$ cat src/logic/osp_pkg.sv
// Purpose: shared constants for the output-sync I/O pin block
// Assumes: 40 MHz core clock, APB register access
// Notes: offsets are byte addresses of 32-bit words
`default_nettype none
package osp_pkg;
   // register byte offsets
   localparam logic [7:0] ADDR_CTRL = 8'h00;
   localparam logic [7:0] ADDR_CMD = 8'h04;
   localparam logic [7:0] ADDR_PWM_PER0 = 8'h08;
   localparam logic [7:0] ADDR_PWM_HI0 = 8'h0c;
   localparam logic [7:0] ADDR_PWM_PER1 = 8'h10;
   localparam logic [7:0] ADDR_PWM_HI1 = 8'h14;
   localparam logic [7:0] ADDR_STATUS = 8'h18;
   // per-pin control field layout, pin n at bit n*8
   localparam int CTRL_PIN_STRIDE = 8;
   localparam int CTRL_MODE_LSB = 0; // 2 bits
   localparam int CTRL_OSRC_LSB = 2; // 2 bits
   localparam int CTRL_INV_BIT = 4;
   // pin functions
   typedef enum logic [1:0] {
      OSP_FN_SYNC = 2'b00,
      OSP_FN_INPUT = 2'b01,
      OSP_FN_OUTPUT = 2'b10
   } osp_fn_e;
   // output sources
   typedef enum logic [1:0] {
      OSP_SRC_ONE = 2'b00,
      OSP_SRC_ZERO = 2'b01,
      OSP_SRC_PWM = 2'b10
   } osp_src_e;
   // reset values
   localparam logic [31:0] CTRL_RESET = 32'h0000_0000;
   localparam logic [31:0] PWM_PER_RESET = 32'h0000_9c40;
   localparam logic [31:0] PWM_HI_RESET = 32'h0000_4e20;
   // pulse timing
   localparam int CLK_HZ = 40_000_000;
   localparam int PULSE_MIN_US = 30;
   localparam int PULSE_MIN_CYC = (PULSE_MIN_US * (CLK_HZ / 1_000_000));
   localparam int PULSE_OUT_CYC = 2 * PULSE_MIN_CYC;
   localparam int CNT_W = 12;
endpackage
`default_nettype wire

$ cat src/logic/osp_pwm.sv
// Purpose: one pwm generator, period and high time in clock cycles
// Assumes: period >= 1; high >= period gives constant high
// Notes: new settings take effect at once, in the middle of a running period
`default_nettype none
module osp_pwm #(
   parameter int W = 32
) (
   // clock and reset
   input wire logic core_clk,
   input wire logic rst,
   // settings
   input wire logic [W-1:0] period,
   input wire logic [W-1:0] high_time,
   // waveform
   output logic pwm
);
   logic [W-1:0] cnt;

   // period counter wraps at period-1
   always_ff @(posedge core_clk or posedge rst) begin
      if (rst) begin
         cnt <= '0;
      end else if (cnt + W'(1) >= period) begin
         cnt <= '0;
      end else begin
         cnt <= cnt + W'(1);
      end
   end

   // high while counter below duty threshold
   always_ff @(posedge core_clk or posedge rst) begin
      if (rst) begin
         pwm <= 1'b0;
      end else begin
         pwm <= (cnt < high_time);
      end
   end
endmodule
`default_nettype wire

$ cat src/logic/osp_top.sv
// Purpose: two sync/io pins steering the output switch, with apb registers
// Assumes: pin inputs synchronous to core_clk; 40 MHz clock
// Notes: pin 0 is turn-on sync, pin 1 is turn-off sync
// Functional notes
// - per-pin invert option flips both received and driven level
// - pin 0 defaults to turn-on synchronisation, bidirectional
// - input mode samples pin level into a readable received level
// - output mode drives constant one, constant zero or pwm
// - pwm frequency and duty set by separate registers
// - local off-to-on switch emits pulse on pin 0
// - pin 0 pulse while on leaves switch unchanged
// - pin 0 pulse while off turns output on
// - pin 1 defaults to turn-off sync, accepts and emits pulses
// - local on-to-off switch emits pulse on pin 1
// - pin 1 pulse while off leaves switch unchanged
// - pin 1 pulse while on turns output off
//
// Chosen here: the APB slave port and the register offsets.
`default_nettype none
module osp_top #(
   parameter int NPINS = 2
) (
   // clock and reset
   input wire logic core_clk,
   input wire logic rst,
   // apb slave
   input wire logic psel,
   input wire logic penable,
   input wire logic pwrite,
   input wire logic [7:0] paddr,
   input wire logic [31:0] pwdata,
   output logic [31:0] prdata,
   output logic pready,
   output logic pslverr,
   // sync pins, oe low while driving
   input wire logic [NPINS-1:0] pin_in,
   output logic [NPINS-1:0] pin_out,
   output logic [NPINS-1:0] pin_oe_n,
   // output switch state
   output logic output_on
);
   localparam int CW = osp_pkg::CNT_W;
   localparam logic [CW-1:0] MIN_CYC = CW'(osp_pkg::PULSE_MIN_CYC);
   localparam logic [CW-1:0] OUT_CYC = CW'(osp_pkg::PULSE_OUT_CYC);

   // register map, one aligned 32-bit word each
   //   0x00 ctrl, pin n owns the byte at bits n*8:
   //     [1:0] function: 0 sync, 1 input, 2 output, 3 released
   //     [3:2] source: 0 constant one, 1 constant zero, 2 pwm
   //     [4] polarity invert for received and driven level
   //   0x04 cmd, write only: bit0 turn on, bit1 turn off
   //   0x08 pwm period of pin 0, in core clock cycles
   //   0x0c pwm high time of pin 0, in core clock cycles
   //   0x10 pwm period of pin 1
   //   0x14 pwm high time of pin 1
   //   0x18 status, read only:
   //     [0] output switch state
   //     [2:1] received level per pin, after polarity
   //     [4:3] pulse being emitted per pin
   // any other address answers pslverr and leaves all state alone;
   // writes to cmd bits above bit1 and to status are dropped
   // unused ctrl bits are stored and read back as written
   // reset: both pins sync, normal polarity, pwm 40000 and 20000 cycles

   ////////////////////////////////////////////////////////////////////
   // registers
   logic [31:0] ctrl;
   logic [31:0] pwm_per [NPINS];
   logic [31:0] pwm_hi [NPINS];
   logic cmd_on;
   logic cmd_off;
   logic [NPINS-1:0] rx_level;
   logic [NPINS-1:0] rx_pulse;
   logic [NPINS-1:0] pwm_wave;
   logic [NPINS-1:0] tx_busy;
   logic [NPINS-1:0] pin_sync;
   logic [NPINS-1:0] pin_sel_out;
   logic wr_en;
   logic rd_en;
   logic addr_ok;

   assign wr_en = psel && penable && pwrite;
   assign rd_en = psel && penable && !pwrite;

   // decode is a plain compare chain; only exact word addresses hit,
   // so a byte offset inside a word is refused as well
   // addr_ok only feeds pslverr; each register keeps its own compare
   // map check for the decode; unmapped answers pslverr
   always_comb begin
      if (paddr == osp_pkg::ADDR_CTRL) begin
         addr_ok = 1'b1;
      end else if (paddr == osp_pkg::ADDR_CMD) begin
         addr_ok = 1'b1;
      end else if (paddr == osp_pkg::ADDR_PWM_PER0 || paddr == osp_pkg::ADDR_PWM_HI0) begin
         addr_ok = 1'b1;
      end else if (paddr == osp_pkg::ADDR_PWM_PER1 || paddr == osp_pkg::ADDR_PWM_HI1) begin
         addr_ok = 1'b1;
      end else if (paddr == osp_pkg::ADDR_STATUS) begin
         addr_ok = 1'b1;
      end else begin
         addr_ok = 1'b0;
      end
   end

   // ctrl register, reset leaves both pins in sync mode, not inverted
   always_ff @(posedge core_clk or posedge rst) begin
      if (rst) begin
         ctrl <= osp_pkg::CTRL_RESET;
      end else if (wr_en && pready && paddr == osp_pkg::ADDR_CTRL) begin
         ctrl <= pwdata;
      end
   end

   // settings are taken whole; the generator picks them up at once,
   // so a shorter period cuts the running one short
   // period 0 or 1 holds the counter at zero
   // pwm settings, period sets frequency, high time sets duty
   always_ff @(posedge core_clk or posedge rst) begin
      if (rst) begin
         for (int i = 0; i < NPINS; i++) begin
            pwm_per[i] <= osp_pkg::PWM_PER_RESET;
            pwm_hi[i] <= osp_pkg::PWM_HI_RESET;
         end
      end else if (wr_en && pready) begin
         if (paddr == osp_pkg::ADDR_PWM_PER0) begin
            pwm_per[0] <= pwdata;
         end else if (paddr == osp_pkg::ADDR_PWM_HI0) begin
            pwm_hi[0] <= pwdata;
         end else if (paddr == osp_pkg::ADDR_PWM_PER1) begin
            pwm_per[1] <= pwdata;
         end else if (paddr == osp_pkg::ADDR_PWM_HI1) begin
            pwm_hi[1] <= pwdata;
         end
      end
   end

   // strobes are registered, so the switch moves one cycle after the
   // write completes; writing both bits turns off if on, else on
   // the strobes last one cycle and never repeat on their own
   // local on/off commands: bit0 turn on, bit1 turn off, one-cycle strobes
   always_ff @(posedge core_clk or posedge rst) begin
      if (rst) begin
         cmd_on <= 1'b0;
         cmd_off <= 1'b0;
      end else begin
         cmd_on <= wr_en && pready && paddr == osp_pkg::ADDR_CMD && pwdata[0];
         cmd_off <= wr_en && pready && paddr == osp_pkg::ADDR_CMD && pwdata[1];
      end
   end

   // the first access edge raises pready, the second completes the
   // transfer: writes land and read data is taken there; the wait
   // state costs a cycle but keeps prdata and pslverr registered
   // pslverr rides with pready; a refused read returns zero
   // prdata clears on writes as well
   // apb answer: one wait state so every access takes three cycles, setup included
   always_ff @(posedge core_clk or posedge rst) begin
      if (rst) begin
         pready <= 1'b0;
         pslverr <= 1'b0;
         prdata <= 32'h0000_0000;
      end else if (psel && penable && !pready) begin
         pready <= 1'b1;
         pslverr <= !addr_ok;
         if (rd_en && paddr == osp_pkg::ADDR_CTRL) begin
            prdata <= ctrl;
         end else if (rd_en && paddr == osp_pkg::ADDR_PWM_PER0) begin
            prdata <= pwm_per[0];
         end else if (rd_en && paddr == osp_pkg::ADDR_PWM_HI0) begin
            prdata <= pwm_hi[0];
         end else if (rd_en && paddr == osp_pkg::ADDR_PWM_PER1) begin
            prdata <= pwm_per[1];
         end else if (rd_en && paddr == osp_pkg::ADDR_PWM_HI1) begin
            prdata <= pwm_hi[1];
         end else if (rd_en && paddr == osp_pkg::ADDR_STATUS) begin
            prdata <= {27'h0, tx_busy, rx_level, output_on};
         end else begin
            prdata <= 32'h0000_0000;
         end
      end else begin
         pready <= 1'b0;
         pslverr <= 1'b0;
      end
   end

   ////////////////////////////////////////////////////////////////////
   // per-pin logic
   // pin n fields sit at bit n*8 of ctrl
   // each pin carries its own filter, emitter and output stage
   // sync: released when idle, pulses both ways with the far side
   // input: always released, level reported in status only
   // output: always driven with a constant or the pwm level
   // pin 0 in sync turns the output on, pin 1 in sync turns it off
   // invert applies in every function, received and driven alike
   // a pin outside sync neither emits nor accepts pulses
   // the pwm generators always run, so a switch to pwm lands on
   // whatever phase the counter happens to be in
   for (genvar p = 0; p < NPINS; p++) begin : g_pin
      logic [1:0] fn;
      logic [1:0] src;
      logic inv;
      logic active;
      logic [CW-1:0] lo_cnt;
      logic [CW-1:0] tx_cnt;
      logic drv_level;
      logic sync_fire;

      assign fn = ctrl[p*osp_pkg::CTRL_PIN_STRIDE + osp_pkg::CTRL_MODE_LSB +: 2];
      assign src = ctrl[p*osp_pkg::CTRL_PIN_STRIDE + osp_pkg::CTRL_OSRC_LSB +: 2];
      assign inv = ctrl[p*osp_pkg::CTRL_PIN_STRIDE + osp_pkg::CTRL_INV_BIT];

      // every pin owns a generator; it runs even when unused
      // pwm source for this pin
      osp_pwm #(.W(32)) u_pwm (
         .core_clk(core_clk),
         .rst(rst),
         .period(pwm_per[p]),
         .high_time(pwm_hi[p]),
         .pwm(pwm_wave[p])
      );

      // one flop is enough since the pin is taken as synchronous;
      // its reset value matches the pulled-up idle level, no false low
      // register the pin, then undo polarity so active means asserted
      always_ff @(posedge core_clk or posedge rst) begin
         if (rst) begin
            pin_sync[p] <= 1'b1;
         end else begin
            pin_sync[p] <= pin_in[p];
         end
      end
      assign active = pin_sync[p] ^ inv ? 1'b0 : 1'b1;

      // received level shown in status; pin read even in sync mode
      always_ff @(posedge core_clk or posedge rst) begin
         if (rst) begin
            rx_level[p] <= 1'b0;
         end else begin
            rx_level[p] <= active;
         end
      end

      // a low shorter than the minimum is ignored; a longer one counts
      // once, at the minimum, and not again until the pin is released
      // the count restarts whenever the pin leaves sync mode
      // low-width filter: a pulse counts once it stays active 30us;
      // own emitted pulse is masked so it does not loop back
      always_ff @(posedge core_clk or posedge rst) begin
         if (rst) begin
            lo_cnt <= '0;
            rx_pulse[p] <= 1'b0;
         end else begin
            rx_pulse[p] <= 1'b0;
            if (!active || tx_busy[p] || fn != osp_pkg::OSP_FN_SYNC) begin
               lo_cnt <= '0;
            end else if (lo_cnt < MIN_CYC) begin
               lo_cnt <= lo_cnt + CW'(1);
               rx_pulse[p] <= (lo_cnt == MIN_CYC - CW'(1));
            end
         end
      end

      // the emitted pulse is twice the minimum so a far side with a
      // coarse sampler still sees a full width; a command during the
      // pulse cannot restart it, the state has already moved
      // the count and busy flag end together, so busy is never stale
      // no pulse leaves a pin that is not in sync mode
      // emit a pulse on the local transition that matches this pin
      assign sync_fire = (p == 0) ? (cmd_on && !output_on) : (cmd_off && output_on);
      always_ff @(posedge core_clk or posedge rst) begin
         if (rst) begin
            tx_cnt <= '0;
            tx_busy[p] <= 1'b0;
         end else if (sync_fire && fn == osp_pkg::OSP_FN_SYNC) begin
            tx_cnt <= OUT_CYC;
            tx_busy[p] <= 1'b1;
         end else if (tx_cnt != '0) begin
            tx_cnt <= tx_cnt - CW'(1);
            tx_busy[p] <= (tx_cnt != CW'(1));
         end else begin
            tx_busy[p] <= 1'b0;
         end
      end

      // function code 3 is treated as released, nothing drives the pin
      // sync mode drives only while a pulse is being emitted
      // logical output level by function and source
      always_comb begin
         pin_sel_out[p] = 1'b0;
         drv_level = 1'b0;
         if (fn == osp_pkg::OSP_FN_OUTPUT) begin
            pin_sel_out[p] = 1'b1;
            if (src == osp_pkg::OSP_SRC_ONE) begin
               drv_level = 1'b1;
            end else if (src == osp_pkg::OSP_SRC_ZERO) begin
               drv_level = 1'b0;
            end else if (src == osp_pkg::OSP_SRC_PWM) begin
               drv_level = pwm_wave[p];
            end
         end else if (fn == osp_pkg::OSP_FN_SYNC && tx_busy[p]) begin
            pin_sel_out[p] = 1'b1;
            drv_level = 1'b1;
         end
      end

      // registered so pin_out and pin_oe_n switch on the same edge
      // and never glitch while the function changes
      // normal polarity: logic one is a low pin, logic zero a high pin
      // logic one drives low unless inverted; sync idles released
      always_ff @(posedge core_clk or posedge rst) begin
         if (rst) begin
            pin_out[p] <= 1'b1;
            pin_oe_n[p] <= 1'b1;
         end else begin
            pin_out[p] <= !(drv_level ^ inv);
            pin_oe_n[p] <= !pin_sel_out[p];
         end
      end
   end

   ////////////////////////////////////////////////////////////////////
   // a local command beats a pin pulse in the same cycle since it is
   // what the user asked for; a pulse that matches the present state
   // changes nothing, so two instruments wired together settle
   // rather than bounce back and forth
   // the mode fields are read straight from ctrl for both pins
   // received pulses are one-cycle strobes from the filters
   // output switch: local command first, then pin pulses by state
   always_ff @(posedge core_clk or posedge rst) begin
      if (rst) begin
         output_on <= 1'b0;
      end else if (cmd_off && output_on) begin
         output_on <= 1'b0;
      end else if (cmd_on && !output_on) begin
         output_on <= 1'b1;
      end else if (!output_on && rx_pulse[0] && ctrl[osp_pkg::CTRL_MODE_LSB +: 2] == 2'b00) begin
         output_on <= 1'b1;
      end else if (output_on && rx_pulse[1]
                   && ctrl[osp_pkg::CTRL_PIN_STRIDE + osp_pkg::CTRL_MODE_LSB +: 2] == 2'b00) begin
         output_on <= 1'b0;
      end
   end
endmodule
`default_nettype wire

$ cat config.mk
export PLATFORM = sky130hd
export DESIGN_NAME = osp_top
export DESIGN_NICKNAME = d
export VERILOG_FILES = /design/src/logic/osp_pkg.sv /design/src/logic/osp_pwm.sv /design/src/logic/osp_top.sv
export SDC_FILE = /design/constraint.sdc
export NUM_CORES = 1
export LEC_CHECK = 0
export ABC_AREA = 1
export BUFFER_PORTS_ARGS = -buffer_cell sky130_fd_sc_hd__buf_4
export CAP_MARGIN = 10
export CORE_MARGIN = 2
export CORE_UTILIZATION = 60
export DETAILED_ROUTE_END_ITERATION = 16
export GPL_ROUTABILITY_DRIVEN = 0
export GPL_TIMING_DRIVEN = 0
export PLACE_DENSITY_LB_ADDON = 0.3
export SYNTH_ARGS = -nofsm -noshare
export SYNTH_HDL_FRONTEND = slang
export SYNTH_SLANG_ARGS = --single-unit
export TNS_END_PERCENT = 10
$ cat constraint.sdc
create_clock -name core_clk -period 11.9 [get_ports core_clk]
set_input_delay 1.19 -clock core_clk [delete_from_list [all_inputs] [get_ports core_clk]]
set_output_delay 1.19 -clock core_clk [all_outputs]
set_load 0.03 [all_outputs]
Word-level counts from Yosys, hierarchy flattened
Cells that the tools add are included.
{"block": "classes", "n_reduce_logical": 57, "n_addsub": 6, "n_eq_ne": 16, "n_bitwise": 7, "mux": 49, "n_lt_le_gt_ge": 6}
{"op": "$mux 32", "count": 7}
{"op": "$mux 12", "count": 8}
{"op": "$add 32x1->32 const B", "count": 2}
{"op": "$ge 32x32->1", "count": 2}
{"op": "$lt 32x32->1", "count": 2}
{"op": "$mux 1", "count": 33}
{"op": "$logic_and 1x1->1", "count": 25}
{"op": "$add 12x1->12 const B", "count": 2}
{"op": "$eq 12x11->1 const B", "count": 2}
{"op": "$eq 8x5->1 const B", "count": 3}
{"op": "$lt 12x11->1 const B", "count": 2}
{"op": "$ne 12x1->1 const B", "count": 2}
{"op": "$reduce_bool 12->1", "count": 2}
{"op": "$sub 12x1->12 const B", "count": 2}
{"op": "$eq 8x4->1 const B", "count": 2}
{"op": "$reduce_bool 2->1", "count": 6}
{"op": "$eq 2x2->1 const B", "count": 4}
{"op": "$eq 8x3->1 const B", "count": 1}
{"op": "$logic_not 1->1", "count": 8}
{"op": "$logic_not 2->1", "count": 4}
{"op": "$logic_not 8->1", "count": 1}
{"op": "$logic_or 1x1->1", "count": 6}
{"op": "$mux 5", "count": 1}
{"op": "$reduce_and 5->1", "count": 1}
{"op": "7 further kinds", "count": 13}
{"block": "totals", "inputBits": 47, "output_inout_bits": 39, "regBits": 323, "elab_cells": 172}

Longest topological paths before layout
Gate-level depths: netlist (run 1).
{"block": "logic_depth", "depth_word": 9, "ltp_mapped": 22, "depth_no_buf": 21}

Hierarchy
Synthesis (run 1) repeated with hierarchy kept, for this count alone.
{"block": "hier_totals", "cells_unflattened": 2483, "hier_area_um2": 19138.4}
{"module": "osp_top", "area_per_inst_um2": 11836.4, "cells_per_inst": 1417, "instances": 1, "seq_area_each_um2": 6463.7}
{"module": "osp_pwm", "area_per_inst_um2": 3651.0, "cells_per_inst": 533, "instances": 2, "seq_area_each_um2": 825.8}

Worst setup path after synthesis (run 1)
OpenSTA, ideal clock, no wires.
{"block": "synth_path", "path_kind": "reg2reg", "start": "register g_pin[1].u_pwm.cnt[0]", "end": "register g_pin[1].u_pwm.cnt[10]", "setup_time_ns": 0.131, "required_ns": 11.769, "arrival_time_ns": 2.656, "period_less_slack_ns": 2.787, "path_stages_with_launch": 20, "path_slack_ns": 9.113, "cell_sequence": "dfrtp_1 -> ha_1 -> nand3_1 -> nor2_2 -> nand3_1 -> nor2_1 -> nand2_1 -> nor2_1 -> nand2_1 -> nand2_1 -> inv_1 -> ha_1 -> nand2_1 -> nor2_1 -> nand4_1 -> nor2_1 -> nand4_1 -> nand3_1 -> clkbuf_1 -> nor2_1"}
{"block": "synth_between", "elab_chain_cells": 3}
{"element": "from (decl)", "line": "osp_pwm.sv:17", "source": "logic [W-1:0] cnt;"}
{"element": "from (signal assigned)", "line": "osp_pwm.sv:26", "source": "cnt <= cnt + W'(1);"}
{"element": "$add 32x1->32 *", "line": "osp_pwm.sv:23, osp_pwm.sv:26"}
{"element": "$ge 32x32->1", "line": "osp_pwm.sv:23", "source": "end else if (cnt + W'(1) >= period) begin"}
{"element": "$mux 32 *", "line": "osp_pwm.sv:23"}
Every way passes the cells marked *; elsewhere a longest branch is shown, timed or not.
A chain may end at the register's enable or synchronous reset.

Final worst setup path (run 1)
{"block": "layout_path", "start": "register g_pin[1].u_pwm.cnt[0]", "end": "register g_pin[1].u_pwm.cnt[11]"}
The elaborated chain is that of the path after synthesis.

==> impl_metrics.ini, run 1 <==
[power]
total_leakage_power_nw = 10.8
comb_power_share_pct = 13.0
powerDensity_nw_per_um2 = 126
power_frac_clock_pct = 42.3
power_switching_mw = 0.746
peakVddDrop_uv = 115
p_seq_share_pct = 44.7
switching_share_pct = 27.8
fin_total_pwr_mw = 2.68
cellInternalPower_mw = 1.94

[timing]
whs_ps = 478
min_period_ps = 4080
finalCritPeriodShare_pct = 34.3
rsz0062_at_grt = false
clock.fmax_ghz = 0.245
drv_slew = 0
tightest_slew_ps = 872
setup_tns_ps = 0
setup_violations = 0
relSlewSlack_pct = 41.4
skew_ps = 19.7
hold_violations = 0

[clock_tree]
path_clk_slew_ps = 60
cts-resized-gates = 0
postCtsSetupBuffers = 0
cts.sinks = 323
clkLatencyLatePin_ps = 530
htreeDepth = 2
ctsHoldBuffers = 0
clockBufferDepth = 3
cts_tree = yes
numCtsBuffers = 36
cts-root-buf = clkbuf_16

[logic_synthesis]
synth-seq-area-share_pct = 43.0
synth-compound-area-share_pct = 9.69
synth_cell_types = 40
async_reset_ff_share_pct = 100
synth_edf_count = 0
syn_inst = 2519
synthTopCellsByArea = dfrtp_1 39%, nand2_1 14%, ha_1 8.9%
synth_seq_cells = 323
muxShareOfSynthArea_pct = 0
synth-simple-area-share_pct = 26.5
syn_area_per_cell_um2 = 7.50
yosysWarnings = 0
synth_fa_ha_area_share_pct = 8.88
synth_area_um2 = 18900
synth_ff_type = dfrtp_1
synth_common_cells = 716 x nand2_1, 401 x inv_1, 297 x dfrtp_1
yosys.area.top_type = dfrtp_1
synth_top_area_share_pct = 39.4
synth_xor_xnor_area_share_pct = 2.37
synth_most_common_cell = nand2_1
syn_nets = 2700
synth_top_family_by_area = simple AND/OR/NAND/NOR gates

[setup_path]
cp_top_family = simple AND/OR/NAND/NOR gates
start_kind = register
cp_data_arrival_time_ps = 4460
endpoint_kind = register
r2r-end = g_pin[1].u_pwm.cnt[11]
crit_required_ps = 12290
worstPathCellList = ha_1 > nand3_1 > nor2_2 > nand3_1 > nor2_1 > nand2_1 > nor2_1 > nand2_1 > nand2_1 > inv_1 > ha_1 > nand2_1 > nor2_1 > nand4_1 > nor2_1 > nand4_1 > nand3_1 > clkbuf_1 > nor2_1
rr_startpoint = g_pin[1].u_pwm.cnt[0]
crit_buf_inv = 2
rr_worst_depth = 19
critPathSlowestCell = clkbuf_1
reg2reg_slack_ps = 7820
critPathMaxFanout = 10
cpPeakStageDelay_ps = 440
crit_type = register to register
crit_top_cell = nor2_1

[route]
viasPerCell = 5.63
wl_mm = 51.2
num_vias = 17300
ant_nets = 0
drc_errors = 0
routedWlPerCell_um = 16.7
drt_pass1_iterations = 6
drtIter0Drc = 1797

[placement]
dp_hpwl_mm = 38.7
port_buffers = 85

[cells_and_area]
drive_above_1_share_pct = 8.76
syn2layout_area_growth_pct = 12.7
num_antenna_cells = 0
fillCellCount = 2474
nNetsFinal = 2825

[hold_path]
min-delay-start = g_pin[1].tx_cnt[10]
hold_class = register to register
min_to = g_pin[1].tx_cnt[10]
min_path_cells = 1

[die]
num_rows = 64
core-area_um2 = 30700
start_util_pct = 61.4
die_w_um = 181
die-area_um2 = 32900
die_y_um = 181
ios = 86

[global_routing]
grt-ovfl-total = 0
grt_usage_pct = 31.6
grt_max_degree = 124
antenna_found_initial = 0
grt_pass1_wl_mm = 83.5
grt_pass1_vias = 16800

[run]
drv_cap = 0

[status]
outcome = complete, no violations
## per-layer routing
metal	up-vias	part of all wire, %	GRT usage (%)
li1	8212	-	-
met1	8113	42	42.0
met2	772	45	50.6
met3	167	7.9	5.27
met4	0	5.3	15.6
met5	-	0	0
## worst max path at each step
stage                                      from                     end  slack [ps]  depth (start not counted)
after CTS                 g_pin[1].u_pwm.cnt[0]  g_pin[1].u_pwm.cnt[11]        7940                         19
final                     g_pin[1].u_pwm.cnt[0]  g_pin[1].u_pwm.cnt[11]        7820                         19
after global placement                      rst                ctrl[24]       -1550                          2
after floorplan                             rst                 cmd_off        1810                          1
after global routing      g_pin[1].u_pwm.cnt[0]  g_pin[1].u_pwm.cnt[22]        7490                         19
after detailed placement  g_pin[1].u_pwm.cnt[0]  g_pin[1].u_pwm.cnt[11]        7950                         19
## cell usage in the layout, fill, tap and decap left out, types with 48 or more instances in the layout
cell	synthesis	final
ha_1	134	134
o21ai_0	182	182
nand3_1	136	136
inv_1	401	400
a21oi_1	73	73
buf_4	2	87
clkbuf_1	41	48
nor2_1	269	269
dfrtp_1	297	297
nand2_1	716	716
## state kept, by name (all words and copies together) (netlist names), 24 cells and up
register / count
g_pin.u_pwm.cnt: 64
pwm_hi: 64
pwm_per: 64
ctrl: 32
prdata: 32
g_pin.lo_cnt: 24
g_pin.tx_cnt: 24
## metrics by stage
step | cells | worst slack, ps | area, µm² | utilization (%)
floorplan | 2519 | 1810 | 18900 | -
global placement | 3000 | -1550 | 20000 | 65.1
detailed placement | 3002 | 7950 | 20100 | 65.3
CTS | 3068 | 7940 | 21300 | 69.2
global route | 3068 | 7490 | 21300 | 69.2
finish | 3068 | 7820 | 21300 | 69.2
## area by class of cell
type                            count  area (µm²)  area share (%)
Timing Repair Buffer               87         693            3.26
Tap cell                          396         495            2.33
Inverter                          402        1520            7.12
Sequential cell                   323        8120            38.1
Clock inverter                     12         120           0.564
Clock buffer                       54        1090            5.12
Multi-Input combinational cell   1733        8960            42.1
Buffer                             61         300            1.41
## cells by family (layout without fill, tap and decap cells)
family          count (synthesis)  after routing
simple gates                 1225           1225
buf+inv                       463            616
compound gates                323            323
flops                         323            323
fa+ha+maj                     134            134
xor+xnor                       51             51
## power groups by stage
stage	Sequential, mW	Combinational, mW	Clock (mW)
finish	1.20	0.348	1.14
global route	1.21	0.391	1.19
CTS	1.20	0.347	1.14
detailed placement	1.22	0.342	0
global placement	1.22	0.324	0
floorplan	1.21	0.241	0
## worst reg2reg max path, stage by stage (launching register included)
cell and delay [ps]:
dfrtp_1 420, ha_1 220, nand3_1 280, nor2_2 380, nand3_1 150, nor2_1 180, nand2_1 90, nor2_1 160
nand2_1 70, nand2_1 120, inv_1 60, ha_1 270, nand2_1 40, nor2_1 190, nand4_1 160, nor2_1 260
nand4_1 120, nand3_1 250, clkbuf_1 450, nor2_1 90
No activity file was read; power rests on OpenSTA's default activity.
==> run 2: changes to the inputs <==
Clock period 11.9 ns to 3.85 ns, I/O delays scaled along.
==> run 2 against run 1 <==
  * Power grew to 3.1 times the previous value
  * Critical path depth shrank 1
  * Final cell count grew 0.26%
  * Hold slack lost 430 ps
  * Clock skew grew 0.55 ps
  * Flip-flop and latch count is the same
  * Sequential power grew to 3.1 times the previous value
  * Routed wire length grew 1.8%
  * First-iteration DRC count shrank 1.3%
  * Highest routed layer unchanged
==> impl_metrics.ini, run 2 (synthesized netlist as in run 1, its figures left out) <==
[power]
comb_power_share_pct = 13.1
power_switching_mw = 2.36
cellInternalPower_mw = 6.08
total_leakage_power_nw = 10.9
switching_share_pct = 27.9
peakVddDrop_uv = 562
powerDensity_nw_per_um2 = 393
fin_total_pwr_mw = 8.43
p_seq_share_pct = 44.0
power_frac_clock_pct = 43.0

[cells_and_area]
multi_input_area_um2 = 8970
fin_util_pct = 69.8
final_common_cell = nand2_1
nNetsFinal = 2833
num_antenna_cells = 0
final_cell_mix = 716 x nand2_1, 400 x inv_1, 297 x dfrtp_1
fin_area_um2 = 21400
seq_area_um2 = 8120
syn2layout_area_growth_pct = 13.6
largestRegisters = g_pin.u_pwm.cnt: 64 flops, pwm_hi: 64 flops, pwm_per: 64 flops
fillCellCount = 2494
drive_above_1_share_pct = 9.22

[die]
die-area_um2 = 32900
die_w_um = 181
core-area_um2 = 30700
ios = 86
die_y_um = 181
num_rows = 64
start_util_pct = 61.4

[timing]
rsz0062_at_grt = false
drv_slew = 0
setup_ws_ps = 302
min_period_ps = 3550
relSlewSlack_pct = 38.1
finalCritPeriodShare_pct = 92.2
skew_ps = 20.3
setup_violations = 0
whs_ps = 49.5
clock.fmax_ghz = 0.282
tightest_slew_ps = 925
hold_violations = 0

[status]
outcome = complete, no violations

[clock_tree]
path_clk_slew_ps = 60
cts.sinks = 323
clockBufferDepth = 3
clkLatencyLatePin_ps = 530
cts-root-buf = clkbuf_16
cts_tree = yes
htreeDepth = 2
postCtsSetupBuffers = 0
numCtsBuffers = 36

[route]
drt_pass1_iterations = 6
num_vias = 17300
drtIter0Drc = 1774
wl_mm = 52.1
drc_errors = 0
routedWlPerCell_um = 16.9
viasPerCell = 5.62
ant_nets = 0

[global_routing]
grt-ovfl-total = 0
grt_usage_pct = 32.1
grt_pass1_vias = 16900
grt_max_degree = 44
antenna_found_initial = 0
grt_pass1_wl_mm = 84.8

[setup_path]
reg2reg_slack_ps = 300
endpoint_kind = register
crit_required_ps = 4300
rr_startpoint = g_pin[1].u_pwm.cnt[2]
cp-startpoint = g_pin[1].u_pwm.cnt[2]
rr_worst_depth = 18
crit_type = register to register
critPathMaxFanout = 10
r2r-end = g_pin[1].u_pwm.cnt[17]
cp_data_arrival_time_ps = 3990
start_kind = register

[placement]
preCtsSetupSlack_ps = -48.9
dp_hpwl_mm = 39.4
place_area_um2 = 20200
port_buffers = 85

[run]
drv_cap = 0

[hold_path]
hold_class = primary input to async pin
## run 2: cell count changes in the layout (fill, tap and decap cells not counted), moves of 2 or more
cell           change
nor2_1             -2
clkbuf_1           -4
clkinvlp_4         +3
clkinv_2           -2
clkbuf_8           -4
bufinv_16          +2
buf_12             +8
clkbuf_2           +5
dlygate4sd3_1      +2
buf_16             -2
## run 2: power by group through the flow
stage	Sequential [mW]	Clock [mW]	Combinational (mW)
global placement	3.76	0	1.01
floorplan	3.73	0	0.747
CTS	3.70	3.65	1.08
detailed placement	3.76	0	1.07
global route	3.73	3.78	1.26
finish	3.71	3.62	1.10
## run 2: worst max-delay path by stage
stage                                   endpoint  slack [ps]
after floorplan                          cmd_off        -820
after global placement                prdata[25]       -2640
after detailed placement  g_pin[1].u_pwm.cnt[17]         -50
after CTS                  g_pin[1].u_pwm.cnt[2]           9
after global routing      g_pin[1].u_pwm.cnt[17]           5
final                     g_pin[1].u_pwm.cnt[17]         300
## run 2: worst max-delay path: stages, from the launching register on
cell	delay, ps
dfrtp_1	440
nand3_1	250
inv_1	140
nand2_1	130
nor2_1	220
nand3_1	250
o21ai_0	320
inv_1	80
ha_1	290
nand2_1	70
inv_1	50
nand2_1	60
nand2_1	40
nand2_1	50
nand2_1	80
a21oi_1	230
nand3_1	290
clkbuf_2	310
nor2_1	150
## run 2: routing by layer
layer	up-vias	share of wire, %	track usage [%]
li1	8231	-	-
met1	8149	42	42.5
met2	752	46	52.1
met3	167	7.5	5.21
met4	0	4.8	14.7
met5	-	0	0
## run 2: cell type report
class | count | share of cell area, %
Multi-Input combinational cell | 1733 | 41.8
Clock inverter | 14 | 0.863
Buffer | 61 | 1.43
Timing Repair Buffer | 95 | 3.81
Tap cell | 396 | 2.31
Clock buffer | 52 | 4.86
Inverter | 402 | 7.05
Sequential cell | 323 | 37.8
## run 2: what timing repair did
item,CTS,global route
endpoints found under the hold margin,2,0
cloned,0,0
pin swaps,0,0
hold buffers,2,0
gates resized for setup,2,13
setup endpoints to repair,20,61
## run 2: through the flow
step	setup TNS, ps	std cells
4_1_cts	0	3076
3_3_place_gp	-801100	3000
2_1_floorplan	-244290	2519
3_5_place_dp	-300	3008
6_report	0	3076
5_1_grt	0	3076
==> run 3: changes to the inputs <==
Settings changed: SYNTH_HIERARCHICAL set to 1.
==> run 3 against run 2 <==
  * Synthesized cell count down 1.4%
  * Largest power group unchanged
  * Hold slack better by 110 ps
  * Highest routed layer unchanged
  * Worst setup slack better by 240 ps
  * Non-clock buffer count up 3
  * Core utilization down 0.56 points
  * Register-to-register slack better by 240 ps
  * Flip-flop and latch count unchanged
  * Routed wire length down 0.83%
==> impl_metrics.ini, run 3 <==
[timing]
finalCritPeriodShare_pct = 85.9
rsz0062_at_grt = false
setup_ws_ps = 543
skew_ps = 14.1
relSlewSlack_pct = 46.3
hold_violations = 0
drv_slew = 0
min_period_ps = 3310
tightest_slew_ps = 803
clock.fmax_ghz = 0.302
setup_violations = 0

[die]
ios = 86
die_y_um = 183
die-area_um2 = 33300
start_util_pct = 60.8
core-area_um2 = 31500
num_rows = 65
die_w_um = 183

[clock_tree]
ctsHoldBuffers = 3
clockBufferDepth = 3
clkLatencyLatePin_ps = 530
cts_tree = yes
numCtsBuffers = 36
postCtsSetupBuffers = 0
cts-root-buf = clkbuf_16
cts.sinks = 323
path_clk_slew_ps = 60
htreeDepth = 2
cts-resized-gates = 0

[global_routing]
antenna_found_initial = 0
grt-ovfl-total = 0
grt_pass1_wl_mm = 84.2
grt_max_degree = 42
grt_usage_pct = 31.6
grt_pass1_vias = 16900

[logic_synthesis]
synth_common_cells = 685 x nand2_1, 407 x inv_1, 297 x dfrtp_1
yosysWarnings = 6
synth_seq_cells = 323
synth_area_um2 = 19100
async_reset_ff_share_pct = 100
synth_ff_type = dfrtp_1
synth_most_common_cell = nand2_1
syn_area_per_cell_um2 = 7.71
syn_inst = 2483
yosys.area.top_type = dfrtp_1
synth_top_area_share_pct = 38.8
synth_edf_count = 0
synth-seq-area-share_pct = 42.4
synth_cell_types = 50
synthTopCellsByArea = dfrtp_1 39%, nand2_1 13%, ha_1 8.9%
syn_nets = 2666

[placement]
preCtsSetupSlack_ps = 633
port_buffers = 85
dp_hpwl_mm = 39.6

[setup_path]
crit_type = register to register
crit_required_ps = 4250
critPathSlowestCell = dfrtp_1
crit_top_cell = nand2_1
cpPeakStageDelay_ps = 430
start_kind = register
cp_data_arrival_time_ps = 3710
endpoint_kind = register
cp_top_family = simple AND/OR/NAND/NOR gates
crit_buf_inv = 3
critPathMaxFanout = 10
worstPathCellList = ha_1 > nand2_1 > nor2_4 > inv_2 > nor3_1 > nand3_1 > nand2_1 > inv_1 > ha_1 > nand2_1 > nor2_1 > nand4_1 > nor4_1 > nand2_1 > nand2_1 > buf_2 > nor2_1

[route]
num_vias = 17300
wl_mm = 51.7
drc_errors = 0
routedWlPerCell_um = 17.0
ant_nets = 0
viasPerCell = 5.69
drt_pass1_iterations = 8
drtIter0Drc = 1617

[cells_and_area]
largestRegisters = g_pin.u_pwm/cnt: 64 flops, pwm_hi: 64 flops, pwm_per: 64 flops
drive_above_1_share_pct = 11.6
final_cell_mix = 685 x nand2_1, 406 x inv_1, 297 x dfrtp_1
num_antenna_cells = 0
final_common_cell = nand2_1
nNetsFinal = 2801
fin_util_pct = 69.2
syn2layout_area_growth_pct = 13.8

[status]
outcome = complete, no violations

[run]
drv_cap = 0

[power]
peakVddDrop_uv = 452
total_leakage_power_nw = 11.0
powerDensity_nw_per_um2 = 387

[hold_path]
hold_class = primary input to register
[run 3: cell types whose count changed after synthesis, moves of 16 or more]
cell | previous run | this run
inv_2 | 0 | 16
buf_2 | 9 | 28
nand4_1 | 33 | 75
nand2_1 | 716 | 685
o21ai_1 | 0 | 61
nor2_1 | 269 | 187
nand3_1 | 136 | 97
o21ai_2 | 32 | 1
o21ai_0 | 182 | 148
[run 3: cells by family (layout without fill, tap and decap cells)]
| family | count (synthesis) | count (layout) | share of synthesized area (%) |
|---|---|---|---|
| adder cells (fa/ha/maj) | 136 | 136 | 8.89 |
| flip-flops | 323 | 323 | 42.4 |
| XOR/XNOR | 50 | 50 | 2.37 |
| buffers and inverters | 487 | 650 | 10.1 |
| AO/OA/AOI/OAI | 315 | 315 | 8.55 |
| AND/OR/NAND/NOR | 1172 | 1172 | 27.7 |
[run 3: worst paths after layout]
kind                                           to  cells after the start                   from  slack [ps]
max                        g_pin[0].u_pwm/cnt[18]                     17  g_pin[0].u_pwm/cnt[0]         540
min                                       pslverr                      3               paddr[4]         160
min reg2reg                   g_pin[0].tx_cnt[10]                      1    g_pin[0].tx_cnt[10]         470
max reg2reg                g_pin[0].u_pwm/cnt[18]                     17  g_pin[0].u_pwm/cnt[0]         540
max in group asynchronous              pwm_hi[10]                      6                    rst        2280
min in group asynchronous                ctrl[25]                      3                    rst         470
[run 3: layout make-up]
cell class	count	area, µm²
Clock inverter	13	204
Clock buffer	53	1070
Buffer	62	325
Tap cell	402	503
Sequential cell	323	8120
Timing Repair Buffer	97	863
Fill cell	2503	9700
Multi-Input combinational cell	1673	9090
Inverter	425	1610
[run 3: worst register-to-register path, delay by kind of cell (launching register included)]
kind / cells / cell delay (ps)
adders and majority gates: 2 / 480
and+or+nand+nor: 12 / 1840
DFF: 1 / 430
buffers and inverters: 3 / 420
[run 3: power by group]
part	internal [mW]	switching (mW)	leakage (nW)	total (mW)
clock	2.26	1.42	0.623	3.69
combinational	0.340	0.697	5.98	1.04
sequential	3.55	0.142	4.35	3.70
total	6.16	2.26	11.0	8.42
[run 3: through the flow]
stage	instances	hold WS [ps]	TNS [ps]	area [µm²]	power, mW
after global placement	2970	456	-322190	20300	4.70
after detailed placement	2979	454	0	20500	4.77
after floorplan	2483	389	0	19100	4.43
after global routing	3048	176	0	21800	8.76
final	3048	158	0	21800	8.42
after CTS	3048	152	0	21800	8.45
[run 3: layer usage]
metal,part of all wire [%],global-route usage [%]
met3,8.0,4.61
met1,41,42.0
met5,0,0
met4,4.4,13.4
met2,47,52.2
